## config.mk

```make
export PLATFORM = sky130hd
export DESIGN_NAME = usbrb_device_flat
export DESIGN_NICKNAME = d
export VERILOG_FILES = /design/src/logic/usbrb_pkg.sv /design/src/logic/usbrb_link_if.sv /design/src/logic/usbrb_flag.sv /design/src/logic/usbrb_device.sv /design/src/flat_wrapper.sv
export VERILOG_INCLUDE_DIRS = /design/src /design/src/logic
export SDC_FILE = /design/constraint.sdc
export NUM_CORES = 1
export LEC_CHECK = 0
export BUFFER_PORTS_ARGS = -buffer_cell sky130_fd_sc_hd__buf_2
export CAP_MARGIN = 10
export CORE_AREA = 2 2 152 154
export DETAILED_ROUTE_END_ITERATION = 16
export DIE_AREA = 0 0 154 156
export PLACE_DENSITY = 0.77
export SLEW_MARGIN = 25
export SYNTH_ARGS = -nofsm -noshare
export SYNTH_HDL_FRONTEND = slang
export SYNTH_SLANG_ARGS = --single-unit
```

## constraint.sdc

```tcl
create_clock -name sys_clk -period 2.6 [get_ports sys_clk]
set_input_delay 0.39 -clock sys_clk [delete_from_list [all_inputs] [get_ports sys_clk]]
set_output_delay 0.39 -clock sys_clk [all_outputs]
set_load 0.01 [all_outputs]
```

## src/logic/usbrb_regs.svh

```systemverilog
// Register offsets, bit positions, reset values and timing counts
// Assumes a 10 MHz system clock; included by bare name
`ifndef USBRB_REGS_SVH
`define USBRB_REGS_SVH

// CPU register offsets
`define USBRB_A_DEVCTL  4'h0
`define USBRB_A_EVFLG   4'h1
`define USBRB_A_EVEN    4'h2
`define USBRB_A_ADDR    4'h3
`define USBRB_A_FNH     4'h4
`define USBRB_A_FNL     4'h5
`define USBRB_A_FERR    4'h6
`define USBRB_A_EPSEL   4'h7
`define USBRB_A_ENDPOINT_FIFO_CLEAR   4'h8
`define USBRB_A_EPCTL   4'h9
`define USBRB_A_EPCFG0  4'hA
`define USBRB_A_EPCFG1  4'hB
`define USBRB_A_EPSTA   4'hC

// Device control bits
`define USBRB_B_CPU_RESET_ON_BUS_RESET  3
`define USBRB_B_LSM     2
`define USBRB_B_RMWK    1
`define USBRB_B_DETACH  0
// Event flag and enable bits
`define USBRB_F_HRES    6
`define USBRB_F_REND    5
`define USBRB_F_WAKE    4
`define USBRB_F_RSTEND  3
`define USBRB_F_SOF     2
`define USBRB_F_IDLE    0
`define USBRB_EV_MASK   8'h7D
`define USBRB_EVEN_RST  8'h08
// Address, frame and endpoint bits
`define USBRB_B_ADDRESS_VALID   7
`define USBRB_B_FRAME_INDEX_CRC_ERROR  4
`define USBRB_B_STALL   5
`define USBRB_B_STALLC  4
`define USBRB_B_TOGRST  3
`define USBRB_B_ENDPOINT_ACTIVE    0
`define USBRB_B_TRANSFER_DIRECTION   0
`define USBRB_B_RESERVE_ENDPOINT_MEMORY   1
`define USBRB_B_CONFIGURATION_VALID   7
`define USBRB_EP_NONE   3'h7
`define USBRB_SIZE_RSV  3'h7

// Timing: times in their own unit, counts derived from the clock rate
`define USBRB_CLK_KHZ     10000
`define USBRB_SUSP_MS     3
`define USBRB_RESUME_MS   2
`define USBRB_FRAME_MS    1
`define USBRB_BRST_US     100
`define USBRB_SUSP_CYC    (`USBRB_SUSP_MS * `USBRB_CLK_KHZ)
`define USBRB_RESUME_CYC  (`USBRB_RESUME_MS * `USBRB_CLK_KHZ)
`define USBRB_FRAME_CYC   (`USBRB_FRAME_MS * `USBRB_CLK_KHZ)
`define USBRB_BRST_CYC    (`USBRB_BRST_US * `USBRB_CLK_KHZ / 1000)
`define USBRB_FIFO_BYTES  512

`endif

```

## src/logic/usbrb_pkg.sv

```systemverilog
// Types shared by both ends of the USB register bank
// Assumes nothing beyond a SystemVerilog compiler
package usbrb_pkg;
  // Upstream resume sequencer states
  typedef enum logic [1:0] {
    USBRB_RS_IDLE = 2'b01,
    USBRB_RS_SIG  = 2'b10
  } usbrb_rs_e;
  // Endpoint transfer type encoding
  typedef enum logic [1:0] {
    USBRB_TT_CTRL = 2'b00,
    USBRB_TT_ISO  = 2'b01,
    USBRB_TT_BULK = 2'b10,
    USBRB_TT_INT  = 2'b11
  } usbrb_tt_e;
  typedef logic [10:0] usbrb_frame_t;
endpackage

```

## src/logic/usbrb_link_if.sv

```systemverilog
// Abstract USB line between host end and device end
// Assumes both ends run on one sys_clk
`timescale 1ns/1ps
`default_nettype none
interface usbrb_link_if;
  import usbrb_pkg::*;
  logic         bus_reset;       // Host holds SE0 reset
  logic         host_resume;     // Host drives resume K
  logic         line_busy;       // Non-idle traffic on the line
  logic         sof_stb;         // SOF token received, one cycle
  usbrb_frame_t sof_frame;       // Frame number of that SOF
  logic         sof_crc_err;     // SOF frame number corrupted
  logic         setup_stb;       // SETUP token, one cycle
  logic [2:0]   setup_ep;        // Endpoint of that SETUP
  logic         dp_pullup;       // Device D+ pull-up on
  logic         dm_pullup;       // Device D- pull-up on
  logic         upstream_resume; // Device drives resume
  logic [6:0]   dev_addr;        // Device address
  logic         addr_valid;      // Address in use
  logic [6:0]   ep_stall;        // Endpoint answers STALL
  logic [6:0]   ep_enabled;      // Endpoint enabled
  logic [6:0]   toggle_clear;    // Data toggle forced to 0, pulse

  modport dev (
    input  bus_reset, host_resume, line_busy, sof_stb, sof_frame,
           sof_crc_err, setup_stb, setup_ep,
    output dp_pullup, dm_pullup, upstream_resume, dev_addr,
           addr_valid, ep_stall, ep_enabled, toggle_clear
  );
  modport host (
    output bus_reset, host_resume, line_busy, sof_stb, sof_frame,
           sof_crc_err, setup_stb, setup_ep,
    input  dp_pullup, dm_pullup, upstream_resume, dev_addr,
           addr_valid, ep_stall, ep_enabled, toggle_clear
  );
endinterface
`default_nettype wire

```

## src/logic/usbrb_flag.sv

```systemverilog
// Sticky flag vector: hardware set wins over clear
// Assumes set and clear come from sys_clk logic
`timescale 1ns/1ps
`default_nettype none
module usbrb_flag
  import usbrb_pkg::*;
#(
  parameter int W = 8
) (
  input  wire logic         sys_clk, // System clock
  input  wire logic         nrst,    // Async reset, active low
  input  wire logic [W-1:0] set,     // Set per bit
  input  wire logic [W-1:0] clr,     // Clear per bit
  output logic      [W-1:0] q        // Flag state
);
  // Set has priority so no event is lost
  always_ff @(posedge sys_clk or negedge nrst) begin
    if (!nrst) begin
      q <= '0;
    end else begin
      q <= set | (q & ~clr);
    end
  end
endmodule
`default_nettype wire

```

## src/logic/usbrb_device.sv

```systemverilog
// Device end: device and endpoint registers of a USB device controller
// Assumes a CPU port on sys_clk and a host end on the same clock
`include "usbrb_regs.svh"
`timescale 1ns/1ps
`default_nettype none
module usbrb_device
  import usbrb_pkg::*;
#(
  parameter int SUSP_CYCLES   = `USBRB_SUSP_CYC,
  parameter int RESUME_CYCLES = `USBRB_RESUME_CYC,
  parameter int FIFO_BYTES    = `USBRB_FIFO_BYTES
) (
  input  wire logic       sys_clk,       // System clock, 10 MHz
  input  wire logic       nrst,          // Async reset, active low
  input  wire logic       usb_enable,    // Controller enabled
  input  wire logic       host_mode,     // Controller in host mode
  input  wire logic [3:0] cpu_addr,      // Register offset
  input  wire logic       cpu_wr,        // Write strobe
  input  wire logic       cpu_rd,        // Read strobe
  input  wire logic [7:0] cpu_wdata,     // Write data
  output logic      [7:0] cpu_rdata,     // Read data, next cycle
  output logic            usb_irq,       // General USB interrupt
  output logic            cpu_reset_req, // CPU reset pulse
  output logic      [6:0] ep_fifo_hold,  // Endpoint FIFOs in reset
  usbrb_link_if.dev       link           // USB line side
);
  // Write decodes
  wire wr_devctl = cpu_wr && (cpu_addr == `USBRB_A_DEVCTL);
  wire wr_evflg  = cpu_wr && (cpu_addr == `USBRB_A_EVFLG);
  wire wr_even   = cpu_wr && (cpu_addr == `USBRB_A_EVEN);
  wire wr_addr   = cpu_wr && (cpu_addr == `USBRB_A_ADDR);
  wire wr_epsel  = cpu_wr && (cpu_addr == `USBRB_A_EPSEL);
  wire wr_endpoint_fifo_clear  = cpu_wr && (cpu_addr == `USBRB_A_ENDPOINT_FIFO_CLEAR);
  wire wr_epctl  = cpu_wr && (cpu_addr == `USBRB_A_EPCTL);
  wire wr_epcfg0 = cpu_wr && (cpu_addr == `USBRB_A_EPCFG0);
  wire wr_epcfg1 = cpu_wr && (cpu_addr == `USBRB_A_EPCFG1);

  logic            cpu_reset_on_bus_reset_r, lsm_r, detach_r, rmw_req_r;
  logic      [7:0] even_r;
  logic      [6:0] addr_r;
  usbrb_frame_t    frame_r;
  logic            crcerr_r;
  logic      [2:0] epsel_r;
  logic      [6:0] endpoint_fifo_clear_r, endpoint_active_r, transfer_direction_r, reserve_endpoint_memory_r, configuration_valid_r, tog_r;
  logic      [1:0] transfer_type_r [7];
  logic      [2:0] buffer_size_code_r [7];
  logic      [1:0] epbank_r [7];
  logic            brst_d_r, hres_d_r, busy_d_r;
  logic     [31:0] idle_cnt_r, rs_cnt_r;
  usbrb_rs_e       rs_r;
  logic      [7:0] ev_q;
  logic      [6:0] stall_q;
  logic            addr_valid_q;

  // Line event detection
  wire rst_end  = brst_d_r && !link.bus_reset;
  wire rsm_end  = hres_d_r && !link.host_resume;
  wire line_act = link.bus_reset || link.host_resume || link.line_busy;
  wire act_rise = line_act && !(brst_d_r || hres_d_r || busy_d_r);
  wire sending  = (rs_r == USBRB_RS_SIG);
  wire wake_det = act_rise && ev_q[`USBRB_F_IDLE] && !sending;
  wire line_idle = !line_act && !sending;
  wire idle_hit = line_idle && (idle_cnt_r == 32'(SUSP_CYCLES - 1));
  wire rs_start = (rs_r == USBRB_RS_IDLE) && rmw_req_r;
  wire rs_done  = sending && (rs_cnt_r == 32'(RESUME_CYCLES - 1));

  // Event flag set and software clear vectors
  wire [7:0] ev_set = {1'b0, rs_start, rsm_end, wake_det, rst_end,
                       link.sof_stb, 1'b0, idle_hit};
  wire [7:0] ev_clr = wr_evflg ? (~cpu_wdata & `USBRB_EV_MASK)
                               : 8'h00;

  usbrb_flag #(.W(8)) u_events (
    .sys_clk (sys_clk),
    .nrst    (nrst),
    .set     (ev_set),
    .clr     (ev_clr),
    .q       (ev_q)
  );

  // Address enable: software sets, hardware clears at bus reset end
  wire addr_set = wr_addr && cpu_wdata[`USBRB_B_ADDRESS_VALID];
  usbrb_flag #(.W(1)) u_addren (
    .sys_clk (sys_clk),
    .nrst    (nrst),
    .set     (addr_set),
    .clr     (rst_end),
    .q       (addr_valid_q)
  );

  // Endpoint selection and stall handling
  wire       ep_ok  = (epsel_r != `USBRB_EP_NONE);
  wire [6:0] ep_sel = ep_ok ? (7'h01 << epsel_r) : 7'h00;
  wire [6:0] setup_sel = link.setup_stb ? (7'h01 << link.setup_ep)
                                        : 7'h00;
  wire [6:0] stall_set = (wr_epctl && cpu_wdata[`USBRB_B_STALL])
                         ? ep_sel : 7'h00;
  wire [6:0] stall_cnc = (wr_epctl && cpu_wdata[`USBRB_B_STALLC])
                         ? ep_sel : 7'h00;
  usbrb_flag #(.W(7)) u_stall (
    .sys_clk (sys_clk),
    .nrst    (nrst),
    .set     (stall_set),
    .clr     (setup_sel | stall_cnc),
    .q       (stall_q)
  );

  // Size and bank check against FIFO capacity
  wire [2:0]  nsize = cpu_wdata[6:4];
  wire [1:0]  nbank = cpu_wdata[3:2];
  wire [11:0] nbytes = 12'h008 << nsize;
  wire [12:0] nneed  = {1'b0, nbytes} << nbank[0];
  wire        fits   = (nsize != `USBRB_SIZE_RSV) && !nbank[1] &&
                       (nneed <= 13'(FIFO_BYTES));

  // Device control register
  always_ff @(posedge sys_clk or negedge nrst) begin
    if (!nrst) begin
      cpu_reset_on_bus_reset_r <= 1'b0;
      lsm_r    <= 1'b0;
      detach_r <= 1'b1;
    end else begin
      if (!usb_enable) begin
        cpu_reset_on_bus_reset_r <= 1'b0;
      end else if (wr_devctl) begin
        cpu_reset_on_bus_reset_r <= cpu_wdata[`USBRB_B_CPU_RESET_ON_BUS_RESET];
      end
      if (wr_devctl) begin
        lsm_r    <= cpu_wdata[`USBRB_B_LSM];
        detach_r <= cpu_wdata[`USBRB_B_DETACH];
      end
    end
  end

  // Remote wake request and upstream resume sequencer
  always_ff @(posedge sys_clk or negedge nrst) begin
    if (!nrst) begin
      rmw_req_r <= 1'b0;
      rs_r      <= USBRB_RS_IDLE;
      rs_cnt_r  <= '0;
    end else begin
      if (rs_done) begin
        rmw_req_r <= 1'b0;
      end else if (wr_devctl && cpu_wdata[`USBRB_B_RMWK] &&
                   ev_q[`USBRB_F_IDLE]) begin
        rmw_req_r <= 1'b1;
      end
      unique case (rs_r)
        USBRB_RS_IDLE: begin
          rs_cnt_r <= '0;
          if (rmw_req_r) begin
            rs_r <= USBRB_RS_SIG;
          end
        end
        USBRB_RS_SIG: begin
          rs_cnt_r <= rs_cnt_r + 32'd1;
          if (rs_done) begin
            rs_r <= USBRB_RS_IDLE;
          end
        end
        default: rs_r <= USBRB_RS_IDLE;
      endcase
    end
  end

  // Line history, idle counter, CPU reset pulse
  always_ff @(posedge sys_clk or negedge nrst) begin
    if (!nrst) begin
      brst_d_r      <= 1'b0;
      hres_d_r      <= 1'b0;
      busy_d_r      <= 1'b0;
      idle_cnt_r    <= '0;
      cpu_reset_req <= 1'b0;
    end else begin
      brst_d_r      <= link.bus_reset;
      hres_d_r      <= link.host_resume;
      busy_d_r      <= link.line_busy;
      cpu_reset_req <= rst_end && cpu_reset_on_bus_reset_r && usb_enable;
      if (!line_idle || ev_q[`USBRB_F_IDLE]) begin
        idle_cnt_r <= '0;
      end else begin
        idle_cnt_r <= idle_cnt_r + 32'd1;
      end
    end
  end

  // Enables, address, frame number, endpoint selection
  always_ff @(posedge sys_clk or negedge nrst) begin
    if (!nrst) begin
      even_r   <= `USBRB_EVEN_RST;
      addr_r   <= '0;
      frame_r  <= '0;
      crcerr_r <= 1'b0;
      epsel_r  <= '0;
      endpoint_fifo_clear_r  <= '0;
      tog_r    <= '0;
    end else begin
      if (wr_even) begin
        even_r <= cpu_wdata & `USBRB_EV_MASK;
      end
      if (wr_addr) begin
        addr_r <= cpu_wdata[6:0];
      end
      if (link.sof_stb) begin
        frame_r  <= link.sof_frame;
        crcerr_r <= link.sof_crc_err;
      end
      if (wr_epsel) begin
        epsel_r <= cpu_wdata[2:0];
      end
      if (wr_endpoint_fifo_clear) begin
        endpoint_fifo_clear_r <= cpu_wdata[6:0];
      end
      tog_r <= (wr_epctl && cpu_wdata[`USBRB_B_TOGRST])
               ? ep_sel : 7'h00;
    end
  end

  // Per-endpoint configuration of the selected endpoint
  always_ff @(posedge sys_clk or negedge nrst) begin
    if (!nrst) begin
      endpoint_active_r  <= '0;
      transfer_direction_r <= '0;
      reserve_endpoint_memory_r <= '0;
      configuration_valid_r <= '0;
      for (int i = 0; i < 7; i++) begin
        transfer_type_r[i] <= USBRB_TT_CTRL;
        buffer_size_code_r[i] <= '0;
        epbank_r[i] <= '0;
      end
    end else if (ep_ok) begin
      if (wr_epctl) begin
        endpoint_active_r[epsel_r] <= cpu_wdata[`USBRB_B_ENDPOINT_ACTIVE];
      end
      if (wr_epcfg0) begin
        transfer_type_r[epsel_r] <= cpu_wdata[7:6];
        transfer_direction_r[epsel_r]  <= cpu_wdata[`USBRB_B_TRANSFER_DIRECTION];
      end
      if (wr_epcfg1) begin
        buffer_size_code_r[epsel_r] <= nsize;
        epbank_r[epsel_r] <= nbank;
        reserve_endpoint_memory_r[epsel_r]  <= cpu_wdata[`USBRB_B_RESERVE_ENDPOINT_MEMORY];
        configuration_valid_r[epsel_r]  <= cpu_wdata[`USBRB_B_RESERVE_ENDPOINT_MEMORY] && fits;
      end
    end
  end

  // Read selection
  logic [7:0] rd_mux;
  always_comb begin
    rd_mux = 8'h00;
    unique case (cpu_addr)
      `USBRB_A_DEVCTL: rd_mux = {4'h0, cpu_reset_on_bus_reset_r, lsm_r, rmw_req_r,
                                 detach_r};
      `USBRB_A_EVFLG:  rd_mux = ev_q;
      `USBRB_A_EVEN:   rd_mux = even_r;
      `USBRB_A_ADDR:   rd_mux = {addr_valid_q, addr_r};
      `USBRB_A_FNH:    rd_mux = {5'h00, frame_r[10:8]};
      `USBRB_A_FNL:    rd_mux = frame_r[7:0];
      `USBRB_A_FERR:   rd_mux = {3'h0, crcerr_r, 4'h0};
      `USBRB_A_EPSEL:  rd_mux = {5'h00, epsel_r};
      `USBRB_A_ENDPOINT_FIFO_CLEAR:  rd_mux = {1'b0, endpoint_fifo_clear_r};
      `USBRB_A_EPCTL:  rd_mux = ep_ok ? {2'h0, stall_q[epsel_r], 4'h0,
                                         endpoint_active_r[epsel_r]} : 8'h00;
      `USBRB_A_EPCFG0: rd_mux = ep_ok ? {transfer_type_r[epsel_r], 5'h00,
                                         transfer_direction_r[epsel_r]} : 8'h00;
      `USBRB_A_EPCFG1: rd_mux = ep_ok ? {1'b0, buffer_size_code_r[epsel_r],
                                         epbank_r[epsel_r],
                                         reserve_endpoint_memory_r[epsel_r], 1'b0}
                                      : 8'h00;
      `USBRB_A_EPSTA:  rd_mux = ep_ok ? {configuration_valid_r[epsel_r], 7'h00}
                                      : 8'h00;
      default:         rd_mux = 8'h00;
    endcase
  end

  // Read data register
  always_ff @(posedge sys_clk or negedge nrst) begin
    if (!nrst) begin
      cpu_rdata <= 8'h00;
    end else if (cpu_rd) begin
      cpu_rdata <= rd_mux;
    end
  end

  // Outputs toward the CPU and the line
  wire pullup_connect_ok = usb_enable && !host_mode && !detach_r;
  assign usb_irq           = |(ev_q & even_r);
  assign ep_fifo_hold      = endpoint_fifo_clear_r;
  assign link.dp_pullup    = pullup_connect_ok && !lsm_r;
  assign link.dm_pullup    = pullup_connect_ok && lsm_r;
  assign link.upstream_resume = sending;
  assign link.dev_addr     = addr_r;
  assign link.addr_valid   = addr_valid_q;
  assign link.ep_stall     = stall_q & endpoint_active_r;
  assign link.ep_enabled   = endpoint_active_r;
  assign link.toggle_clear = tog_r;
endmodule
`default_nettype wire

```

## src/flat_wrapper.sv

```systemverilog
// flat-port wrapper written by rule: the top's interface ports become plain ports
module usbrb_device_flat import usbrb_pkg::*;
#(
  parameter int SUSP_CYCLES   = `USBRB_SUSP_CYC,
  parameter int RESUME_CYCLES = `USBRB_RESUME_CYC,
  parameter int FIFO_BYTES    = `USBRB_FIFO_BYTES
)
  (sys_clk, nrst, usb_enable, host_mode, cpu_addr, cpu_wr, cpu_rd, cpu_wdata, cpu_rdata, usb_irq, cpu_reset_req, ep_fifo_hold, link_bus_reset, link_host_resume, link_line_busy, link_sof_stb, link_sof_frame, link_sof_crc_err, link_setup_stb, link_setup_ep, link_dp_pullup, link_dm_pullup, link_upstream_resume, link_dev_addr, link_addr_valid, link_ep_stall, link_ep_enabled, link_toggle_clear);
  usbrb_link_if link_i ();
  input  wire logic sys_clk;
  input  wire logic nrst;
  input  wire logic usb_enable;
  input  wire logic host_mode;
  input  wire logic [3:0] cpu_addr;
  input  wire logic cpu_wr;
  input  wire logic cpu_rd;
  input  wire logic [7:0] cpu_wdata;
  output logic      [7:0] cpu_rdata;
  output logic usb_irq;
  output logic cpu_reset_req;
  output logic      [6:0] ep_fifo_hold;
  input wire logic [$bits(link_i.bus_reset)-1:0] link_bus_reset;
  input wire logic [$bits(link_i.host_resume)-1:0] link_host_resume;
  input wire logic [$bits(link_i.line_busy)-1:0] link_line_busy;
  input wire logic [$bits(link_i.sof_stb)-1:0] link_sof_stb;
  input wire logic [$bits(link_i.sof_frame)-1:0] link_sof_frame;
  input wire logic [$bits(link_i.sof_crc_err)-1:0] link_sof_crc_err;
  input wire logic [$bits(link_i.setup_stb)-1:0] link_setup_stb;
  input wire logic [$bits(link_i.setup_ep)-1:0] link_setup_ep;
  output wire logic [$bits(link_i.dp_pullup)-1:0] link_dp_pullup;
  output wire logic [$bits(link_i.dm_pullup)-1:0] link_dm_pullup;
  output wire logic [$bits(link_i.upstream_resume)-1:0] link_upstream_resume;
  output wire logic [$bits(link_i.dev_addr)-1:0] link_dev_addr;
  output wire logic [$bits(link_i.addr_valid)-1:0] link_addr_valid;
  output wire logic [$bits(link_i.ep_stall)-1:0] link_ep_stall;
  output wire logic [$bits(link_i.ep_enabled)-1:0] link_ep_enabled;
  output wire logic [$bits(link_i.toggle_clear)-1:0] link_toggle_clear;
  assign link_i.bus_reset = link_bus_reset;
  assign link_i.host_resume = link_host_resume;
  assign link_i.line_busy = link_line_busy;
  assign link_i.sof_stb = link_sof_stb;
  assign link_i.sof_frame = link_sof_frame;
  assign link_i.sof_crc_err = link_sof_crc_err;
  assign link_i.setup_stb = link_setup_stb;
  assign link_i.setup_ep = link_setup_ep;
  assign link_dp_pullup = link_i.dp_pullup;
  assign link_dm_pullup = link_i.dm_pullup;
  assign link_upstream_resume = link_i.upstream_resume;
  assign link_dev_addr = link_i.dev_addr;
  assign link_addr_valid = link_i.addr_valid;
  assign link_ep_stall = link_i.ep_stall;
  assign link_ep_enabled = link_i.ep_enabled;
  assign link_toggle_clear = link_i.toggle_clear;
  usbrb_device #(.SUSP_CYCLES(SUSP_CYCLES), .RESUME_CYCLES(RESUME_CYCLES), .FIFO_BYTES(FIFO_BYTES)) u_core (.sys_clk(sys_clk), .nrst(nrst), .usb_enable(usb_enable), .host_mode(host_mode), .cpu_addr(cpu_addr), .cpu_wr(cpu_wr), .cpu_rd(cpu_rd), .cpu_wdata(cpu_wdata), .cpu_rdata(cpu_rdata), .usb_irq(usb_irq), .cpu_reset_req(cpu_reset_req), .ep_fifo_hold(ep_fifo_hold), .link(link_i));
endmodule
```

==> results.md, run 1 <==
* Sequential power share at 44.1%
* Asr flop ratio synth at 100%
* Die extent in x at 154 um
* Buffers on Ports at 86
* Top-count cell post-synth: dfrtp_1
* CTS tree: yes
* PwrDens at 714 nW/um^2
* Area Growth Syn to Fin at 15.7%
* EDFF count, synth at 0
* DRC Markers at 0
* Synth Net Count at 1008
* Die area at 24000 um^2
* Post-DP HPWL at 18.6 mm
* DRT antenna net count at 0
* Boundary Pins at 87
* Nets at 1095
* WS Path Type: register to register
* Clk root buf: clkbuf_16
* WP data required at 2.99 ns
* Crit path buf inv count at 1
* Via count at 8061
* Pint at 6.50 mW
* Initial antenna violation count at 2
* Outcome: completed
* Top post-synthesis cells by area: dfrtp_1 50%, mux2_2 13%, nor2_1 3.4%
* FP Rows at 55
* First-pass GRT wire length at 43.6 mm
* Yosys warns at 0
* Sw Pwr at 2.29 mW
* Achievable Freq at 430 MHz
* CP Capture Type: register
* Max Buffers Root-to-Sink at 3
* Cell Area, Synth at 10600 um^2
* Core Footprint at 22400 um^2
* Clock Latency Late Sink at 0.51 ns
* Count of cell types in the netlist at 74
* Remaining Overflow, GRT at 0
* Worst r2r src: u_core.epsel_r[0]
* Hold Fails Final Rpt at 0
* Final setup viols at 0
* Drt total wl at 26.8 mm
* Worst clock skew at 0.0134 ns
* Synth Instances at 966
* Leakage power at 5.47 nW
* Critical path origin: u_core.epsel_r[0]
* RSZ-0062 raised after global routing: no
* GPL Wtd Cong at 0.890
* Clk pwr share at 41.6%
* DR iter-0 viols at 638
* Largest net degree at the start of global routing at 62
* Post-synth top cells: 212 x dfrtp_1, 120 x mux2_2, 95 x nor2_1
* Largest area contributor in the netlist: dfrtp_1
* Sequential fraction of the synthesis area at 50.6%
* Crit-path cells: buf_4 -> a31oi_4 -> nand4_4 -> nor2_2 -> mux2_2
* Leading register cell type out of synthesis: dfrtp_1
* Vias in the first global route at 8042
* Logic pwr share at 14.3%
* Hold Crit Class: primary input to register
* Clock-pin slew on the worst setup and hold paths at 0.06 ns
* Final Util at 55.0%
* Post-CTS setup buffer count at 0
* Pins Over Slew Limit at 0
* Max-cap violations at 0
* Hold_sp: link_line_busy
* Slowest cell on the critical path: dfrtp_2
* Die Span Y at 156 um
* Total track usage at 22.6%
* Wire per inst at 19.8 um
* Worst setup SP type: register
* DP Worst Slack at 0.299 ns
* Layout cells sized above 1 at 28.3%
* Period Utilization, post-route at 89.4%
* Worst endpoint data arrival time at 2.72 ns
* Worst vdd ir at 458 uV
* Avg Vias per Cell at 5.95
* Rel. slew slack at 53.3%
* CTS buffer count at 23
* Final worst slack at 0.276 ns
* Switch share at 26.0%
* Actual slew at the worst max-slew pin at 0.692 ns
* #FFs+latches synth at 215
* Mean area per synthesized cell at 11.0 um^2
* Initial core utilization at 47.6%
* CTS sink cnt at 215
* Crit-path max cell delay at 0.61 ns
* CP max FO at 22
* Hold Worst Slack at 0.0299 ns
* TNS Setup at 0 ns
* Top delay family on crit path: simple AND/OR/NAND/NOR gates
* Post-layout min period at 2.32 ns
* Synth top area share at 49.9%
* Drt pass-1 iters at 5
* Htree depth at 1
## worst register-to-register path, cell delays in order, from the launching register on
cell and delay [ns]:
dfrtp_2 0.61, buf_4 0.28, a31oi_4 0.29, nand4_4 0.22, nor2_2 0.42, mux2_2 0.40
## worst paths after layout
kind / endpoint / slack [ns] / cells after the start
setup / recovery: u_core.reserve_endpoint_memory_r[1] / 0.28 / 5
hold / removal: u_core.busy_d_r / 0.03 / 1
setup reg to reg: u_core.reserve_endpoint_memory_r[1] / 0.28 / 5
hold reg to reg: u_core.idle_cnt_r[0] / 0.48 / 1
max in group asynchronous: u_core.rs_r[0] / 1.41 / 3
min in group asynchronous: u_core.transfer_direction_r[0] / 0.44 / 2
## layout make-up
type,instances,area (um^2)
Clock buffer,29,628
Sequential cell,215,5390
Multi-Input combinational cell,680,4960
Fill cell,1883,10100
Inverter,14,52.6
Timing Repair Buffer,119,714
Clock inverter,12,214
Tap cell,285,357
Antenna cell,1,2.50
## sequential cells by signal, summed over array words and instances (netlist names), 2 cells and up
signal and count:
u_core.epbank_r 14, u_core.configuration_valid_r 7, u_core.u_events.q 6, u_core.rs_r 2, u_core.rs_cnt_r 32, u_core.buffer_size_code_r 21
u_core.transfer_type_r 14, u_core.ep_fifo_hold 7, u_core.u_stall.q 7, u_core.link.toggle_clear 7, u_core.epsel_r 3, u_core.link.ep_enabled 7
u_core.idle_cnt_r 32, u_core.link.dev_addr 7, u_core.frame_r 11, u_core.even_r 6, u_core.cpu_rdata 8, u_core.reserve_endpoint_memory_r 7
u_core.transfer_direction_r 7
## cells in the final DEF, fill, tap and decap left out, types with 22 or more instances in the layout
cell type / instances
o21ai_0: 22
buf_4: 30
nor2_1: 95
buf_2: 85
mux2_2: 120
xor2_1: 30
mux2i_1: 22
nand4_1: 26
dfrtp_1: 211
clkbuf_16: 23
nand3_1: 46
nor2b_1: 25
nand2_1: 64
## metrics by stage
step	instance area [um^2]	cells	power (mW)
after floorplan	10600	966	4.62
after global placement	11500	1312	5.13
after detailed placement	11500	1312	5.17
after CTS	12300	1354	8.82
after global routing	12300	1355	9.09
final	12300	1355	8.79
## power by group through the flow
| stage | Sequential [mW] | Clock (mW) | Combinational (mW) |
|---|---|---|---|
| floorplan | 3.84 | 0 | 0.782 |
| global placement | 3.91 | 0 | 1.22 |
| detailed placement | 3.92 | 0 | 1.25 |
| CTS | 3.87 | 3.70 | 1.26 |
| global route | 3.90 | 3.84 | 1.35 |
| finish | 3.88 | 3.65 | 1.26 |
## metal layers
| layer | vias to the layer above | share of wire [%] | global-route usage [%] |
|---|---|---|---|
| li1 | 3664 | - | - |
| met1 | 4030 | 42 | 29.5 |
| met2 | 294 | 48 | 37.1 |
| met5 | - | 0 | 0 |
| met3 | 73 | 6.8 | 4.53 |
| met4 | 0 | 3.7 | 9.26 |
## cells by family after synthesis
group | Yosys count | share of synthesized area, %
DFF | 215 | 50.6
and+or+nand+nor | 362 | 17.8
buffers and inverters | 71 | 2.81
adders and majority gates | 4 | 0.470
xor gates and xnor gates | 49 | 4.03
AOI/OAI and AO/OA | 115 | 7.93
muxes | 150 | 16.4
## timing repair
item,4_1_cts,5_1_grt
resized for setup,0,0
hold endpoints to repair,56,0
hold buffers,1,0
(Power assumes the default switching activity.)
==> inputs of run 2 (changes only) <==
SYNTH_HIERARCHICAL = 1   (was default)
==> results.md, run 2 <==
* Outcome: completed
* Total track usage at 22.9%
* Clk pwr share at 38.3%
* Initial core utilization at 47.5%
* Final worst slack at 0.330 ns
* Worst r2r src: u_core/rs_r[0]
* CTS buffer count at 24
* DP Worst Slack at 0.319 ns
* Reg2Reg Capture Point: u_core/rs_cnt_r[27]
* Pint at 6.60 mW
* Actual slew at the worst max-slew pin at 0.690 ns
* Max-cap violations at 0
* Final Util at 55.3%
* Avg Vias per Cell at 5.94
* Sequential Area at 5430 um^2
* Worst Reg-to-Reg Cells at 6
* Period Utilization, post-route at 87.3%
* Post-DP HPWL at 19.1 mm
* Commonest non-fill, non-tap cell in the layout: dfrtp_1
* Final setup viols at 0
* CP max FO at 5
* Boundary Pins at 87
* Hold Buf Count CTS at 3
* Post-synth top cells: 214 x dfrtp_1, 119 x mux2_2, 118 x nor2_1
* Post-layout min period at 2.27 ns
* Commonest cells after routing, fill and taps aside: 214 x dfrtp_1, 119 x mux2_2, 118 x nor2_1
* Hold_sp: link_bus_reset
* Hold depth at 1
* Worst vdd ir at 314 uV
* Core Footprint at 22400 um^2
* GPL Wtd Cong at 0.927
* Largest area contributor in the netlist: dfrtp_1
* Layout cells sized above 1 at 27.0%
* Rel. slew slack at 54.0%
* Hold Crit Class: primary input to register
* #FFs+latches synth at 217
* PwrDens at 740 nW/um^2
* Htree depth at 1
* Worst endpoint data arrival time at 2.67 ns
* Biggest regs: u_core/idle_cnt_r (32), u_core/rs_cnt_r (32), u_core/buffer_size_code_r (21)
* Wire per inst at 19.6 um
* Via count at 8242
* Clock-pin slew on the worst setup and hold paths at 0.06 ns
* Post-CTS setup buffer count at 0
* Asr flop ratio synth at 100%
* Die area at 24000 um^2
* Leading register cell type out of synthesis: dfrtp_1
* Top-count cell post-synth: dfrtp_1
* Sw Pwr at 2.55 mW
* DRT antenna net count at 0
* Crit-path max cell delay at 0.54 ns
* Worst hold path endpoint: u_core/brst_d_r
* Area Growth Syn to Fin at 16.6%
* Clk root buf: clkbuf_16
* Synth Instances at 980
* Drt pass-1 iters at 5
* Mean area per synthesized cell at 10.8 um^2
* Worst setup SP type: register
* Total power at 9.15 mW
* Largest net degree at the start of global routing at 89
* FP Rows at 55
* Fillcell total at 1859
* Max Buffers Root-to-Sink at 3
* Die Span Y at 156 um
* Worst clock skew at 0.00841 ns
* WS Path Type: register to register
* DRC Markers at 0
* Nets at 1130
* Yosys warns at 6
* Multi-input gate area at 4900 um^2
* Count of cell types in the netlist at 67
* Sequential fraction of the synthesis area at 51.2%
* WP data required at 3.00 ns
* Clock Latency Late Sink at 0.52 ns
* Remaining Overflow, GRT at 0
* Logic pwr share at 17.7%
* Die extent in x at 154 um
* Crit-path cells: inv_1 -> ha_1 -> or3_1 -> nor4_1 -> a21boi_0 -> o21a_1
* R2R setup slack at 0.33 ns
* Slowest cell on the critical path: dfstp_2
* Hold Fails Final Rpt at 0
* CP Capture Type: register
* CTS sink cnt at 217
* CTS tree: yes
* Number of gates resized after cts at 0
* Switch share at 27.8%
* Pins Over Slew Limit at 0
* Sequential power share at 44.0%
* TNS Setup at 0 ns
* Leakage power at 5.62 nW
* Vias in the first global route at 8228
* Buffers on Ports at 86
* Ant. Diodes at 0
* RSZ-0062 raised after global routing: no
* Achievable Freq at 441 MHz
* Cell Area, Synth at 10600 um^2
* Drt total wl at 27.2 mm
* DR iter-0 viols at 660
* EDFF count, synth at 0
* Initial antenna violation count at 0
* Top post-synthesis cells by area: dfrtp_1 50%, mux2_2 13%, nor2_1 4.2%
* First-pass GRT wire length at 44.1 mm
* Synth top area share at 50.4%
==> run 2: changes by cell type after synthesis, moves of 5 or more <==
| cell | delta |
|---|---|
| a21o_1 | +17 |
| a221o_1 | -5 |
| a32o_1 | -6 |
| and4_1 | -5 |
| buf_2 | -17 |
| inv_1 | +17 |
| nand3_1 | -9 |
| nand4_1 | -9 |
| nor2_1 | +23 |
| nor2b_1 | -11 |
| nor4_1 | +7 |
| o22ai_1 | +5 |
==> run 2: power groups by stage <==
stage / Combinational [mW] / Clock (mW) / Sequential (mW)
finish: 1.62 / 3.51 / 4.03
CTS: 1.61 / 3.56 / 4.03
detailed placement: 1.60 / 0 / 4.08
global placement: 1.56 / 0 / 4.07
global route: 1.77 / 3.71 / 4.07
floorplan: 1.05 / 0 / 3.98
==> run 2: routing by layer <==
metal	routed length (um)	track usage [%]	up-vias
met5	0	0	-
met4	604	6.72	0
met3	1810	3.89	46
met2	13000	37.6	312
met1	11800	31.4	4164
li1	-	-	3720
==> run 2: how the worst max path moves through the flow <==
stage                   startpoint                   to  slack (ns)  cells after the start
floorplan           u_core/rs_r[0]  u_core/rs_cnt_r[26]        0.35                      6
global placement    u_core/rs_r[0]  u_core/rs_cnt_r[27]        0.37                      6
detailed placement  u_core/rs_r[0]  u_core/rs_cnt_r[27]        0.32                      6
CTS                 u_core/rs_r[0]  u_core/rs_cnt_r[27]        0.31                      6
global route        u_core/rs_r[0]  u_core/rs_cnt_r[25]        0.21                      6
finish              u_core/rs_r[0]  u_core/rs_cnt_r[27]        0.33                      6
==> run 2: stage by stage <==
step	cell area [um^2]	instances	hold slack [ns]
3_3_place_gp	11500	1344	0.441
2_1_floorplan	10600	983	0.0944
6_report	12400	1388	0.0200
4_1_cts	12400	1388	0.00167
5_1_grt	12400	1388	0.0127
3_5_place_dp	11500	1344	0.443
==> run 2: cell type report <==
type / count / area share [%]
flip-flops and latches: 217 / 43.9
multi-input cells: 690 / 39.6
clock buffers: 38 / 6.10
repair buffers: 123 / 5.97
well taps: 285 / 2.88
inverters: 32 / 0.971
clock inverters: 3 / 0.556
==> run 2: critical path: cells and delay by family (launching register included) <==
family                   cells  cell delay, ns
flip-flops                   1            0.54
AND/OR/NAND/NOR              2            0.88
adder cells (fa/ha/maj)      1            0.33
AO/OA/AOI/OAI                2            0.37
buffers and inverters        1            0.05
==> run 2: logic make-up after synthesis <==
family | after synthesis | synth area share, %
DFF | 217 | 51.2
buffers and inverters | 76 | 2.72
AOI/OAI and AO/OA | 129 | 8.47
muxes | 146 | 16.2
and+or+nand+nor | 360 | 17.0
other | 1 | 0.0353
xor gates and xnor gates | 47 | 3.88
adders and majority gates | 4 | 0.471
==> inputs of run 3 (changes only) <==
CORE_AREA = 2 2 166 168   (was 2 2 152 154)
DIE_AREA = 0 0 168 170   (was 0 0 154 156)
PLACE_DENSITY = 0.68   (was 0.77)
==> results.md, run 3 (same netlist as run 2, synthesis figures left out) <==
* CP max FO at 8
* Initial antenna violation count at 1
* CTS sink cnt at 217
* Clock-pin slew on the worst setup and hold paths at 0.06 ns
* Avg Vias per Cell at 5.57
* Worst endpoint data arrival time at 2.80 ns
* First-pass GRT wire length at 44.6 mm
* Total power at 9.31 mW
* Post-CTS setup buffer count at 0
* Via count at 8036
* Wire per inst at 19.1 um
* Drt pass-1 iters at 6
* Area Growth Syn to Fin at 17.6%
* Final setup viols at 0
* Final instance area at 12500 um^2
* Max Buffers Root-to-Sink at 3
* Commonest non-fill, non-tap cell in the layout: dfrtp_1
* Hold Fails Final Rpt at 0
* Die Span Y at 170 um
* DR iter-0 viols at 741
* Worst setup SP type: register
* Die area at 28600 um^2
* Hold depth at 2
* GPL Wtd Cong at 0.896
* Period Utilization, post-route at 91.9%
* Sequential Area at 5430 um^2
* Max-cap violations at 0
* TNS Setup at 0 ns
* Core Footprint at 26700 um^2
* Achievable Freq at 418 MHz
* Leakage power at 5.62 nW
* WP data required at 3.01 ns
* Multi-input gate area at 4900 um^2
* Final Util at 46.8%
* Nets at 1127
* Vias in the first global route at 7906
* Buffers on Ports at 86
* Outcome: completed
* Post-DP HPWL at 19.3 mm
* Die extent in x at 168 um
* Total track usage at 19.6%
* Fillcell total at 2502
* Actual slew at the worst max-slew pin at 0.690 ns
* Htree depth at 1
* Post-layout min period at 2.39 ns
* CTS tree: yes
* Remaining Overflow, GRT at 0
* DP Area at 11600 um^2
* DRC Markers at 0
* Boundary Pins at 87
* Layout cells sized above 1 at 26.9%
* WS Path Type: register to register
* Pins Over Slew Limit at 0
* Worst Reg-to-Reg Cells at 6
* Rel. slew slack at 53.6%
* Worst clock skew at 0.0140 ns
* PwrDens at 746 nW/um^2
* Worst vdd ir at 445 uV
* Largest net degree at the start of global routing at 62
* Hold Crit Class: primary input to register
* Hold Buf Count CTS at 4
* FP Rows at 60
* CTS buffer count at 24
* Biggest regs: u_core/idle_cnt_r (32), u_core/rs_cnt_r (32), u_core/buffer_size_code_r (21)
* Hold Worst Slack at 0.104 ns
* Number of gates resized after cts at 0
* Commonest cells after routing, fill and taps aside: 214 x dfrtp_1, 119 x mux2_2, 118 x nor2_1
* CP Capture Type: register
* RSZ-0062 raised after global routing: no
* Clk root buf: clkbuf_16
* Drt total wl at 27.6 mm
* Initial core utilization at 39.8%
* Clock Latency Late Sink at 0.53 ns
* DRT antenna net count at 0
-- run 3: changes by cell type in the layout (fill, tap and decap cells not counted), sizes merged --
cell         before  now
diode             0    1
clkbuf           38   35
dlygate4sd3       3    4
bufinv            2    4
inv              32   31
clkinvlp          0    1
buf             120  116
clkinv            1    4
-- run 3: metrics by stage --
step                setup slack, ns  std cells
finish                        0.210       1444
global route                  0.106       1444
CTS                           0.211       1443
detailed placement            0.230       1396
global placement              0.250       1396
floorplan                     0.350        983
-- run 3: where the power goes --
| part | switching, mW | internal, mW |
|---|---|---|
| Clock | 1.40 | 2.27 |
| Combinational | 0.928 | 0.711 |
| Sequential | 0.290 | 3.72 |
-- run 3: critical path, cell delays in order, from the launching register on --
cell and delay [ns]:
dfstp_2 0.54, inv_1 0.04, ha_1 0.32, or3_1 0.52
nor4_1 0.48, a21boi_0 0.16, o21a_1 0.21
-- run 3: path summary, 6_finish.rpt --
kind / slack (ns) / start / to
setup / recovery: 0.21 / u_core/rs_r[0] / u_core/rs_cnt_r[29]
hold / removal: 0.10 / link_sof_frame[4] / u_core/frame_r[4]
setup reg to reg: 0.21 / u_core/rs_r[0] / u_core/rs_cnt_r[29]
hold reg to reg: 0.49 / u_core/idle_cnt_r[0] / u_core/idle_cnt_r[0]
max in group asynchronous: 1.48 / nrst / u_core/detach_r
min in group asynchronous: 0.39 / nrst / u_core/rs_cnt_r[12]
-- run 3: final cells by class --
class,count,area share [%]
repair buffers,120,5.95
multi-input cells,690,39.3
flip-flops and latches,217,43.5
diodes,1,0.0200
clock buffers,35,5.62
well taps,341,3.42
clock inverters,8,1.23
inverters,32,0.962
-- run 3: routing by layer --
metal	GRT usage (%)	part of all wire, %	vias to the layer above
met5	0	0	-
met4	6.39	2.9	0
met3	3.30	6.5	51
met2	30.3	45	312
met1	28.2	46	3966
li1	-	-	3707
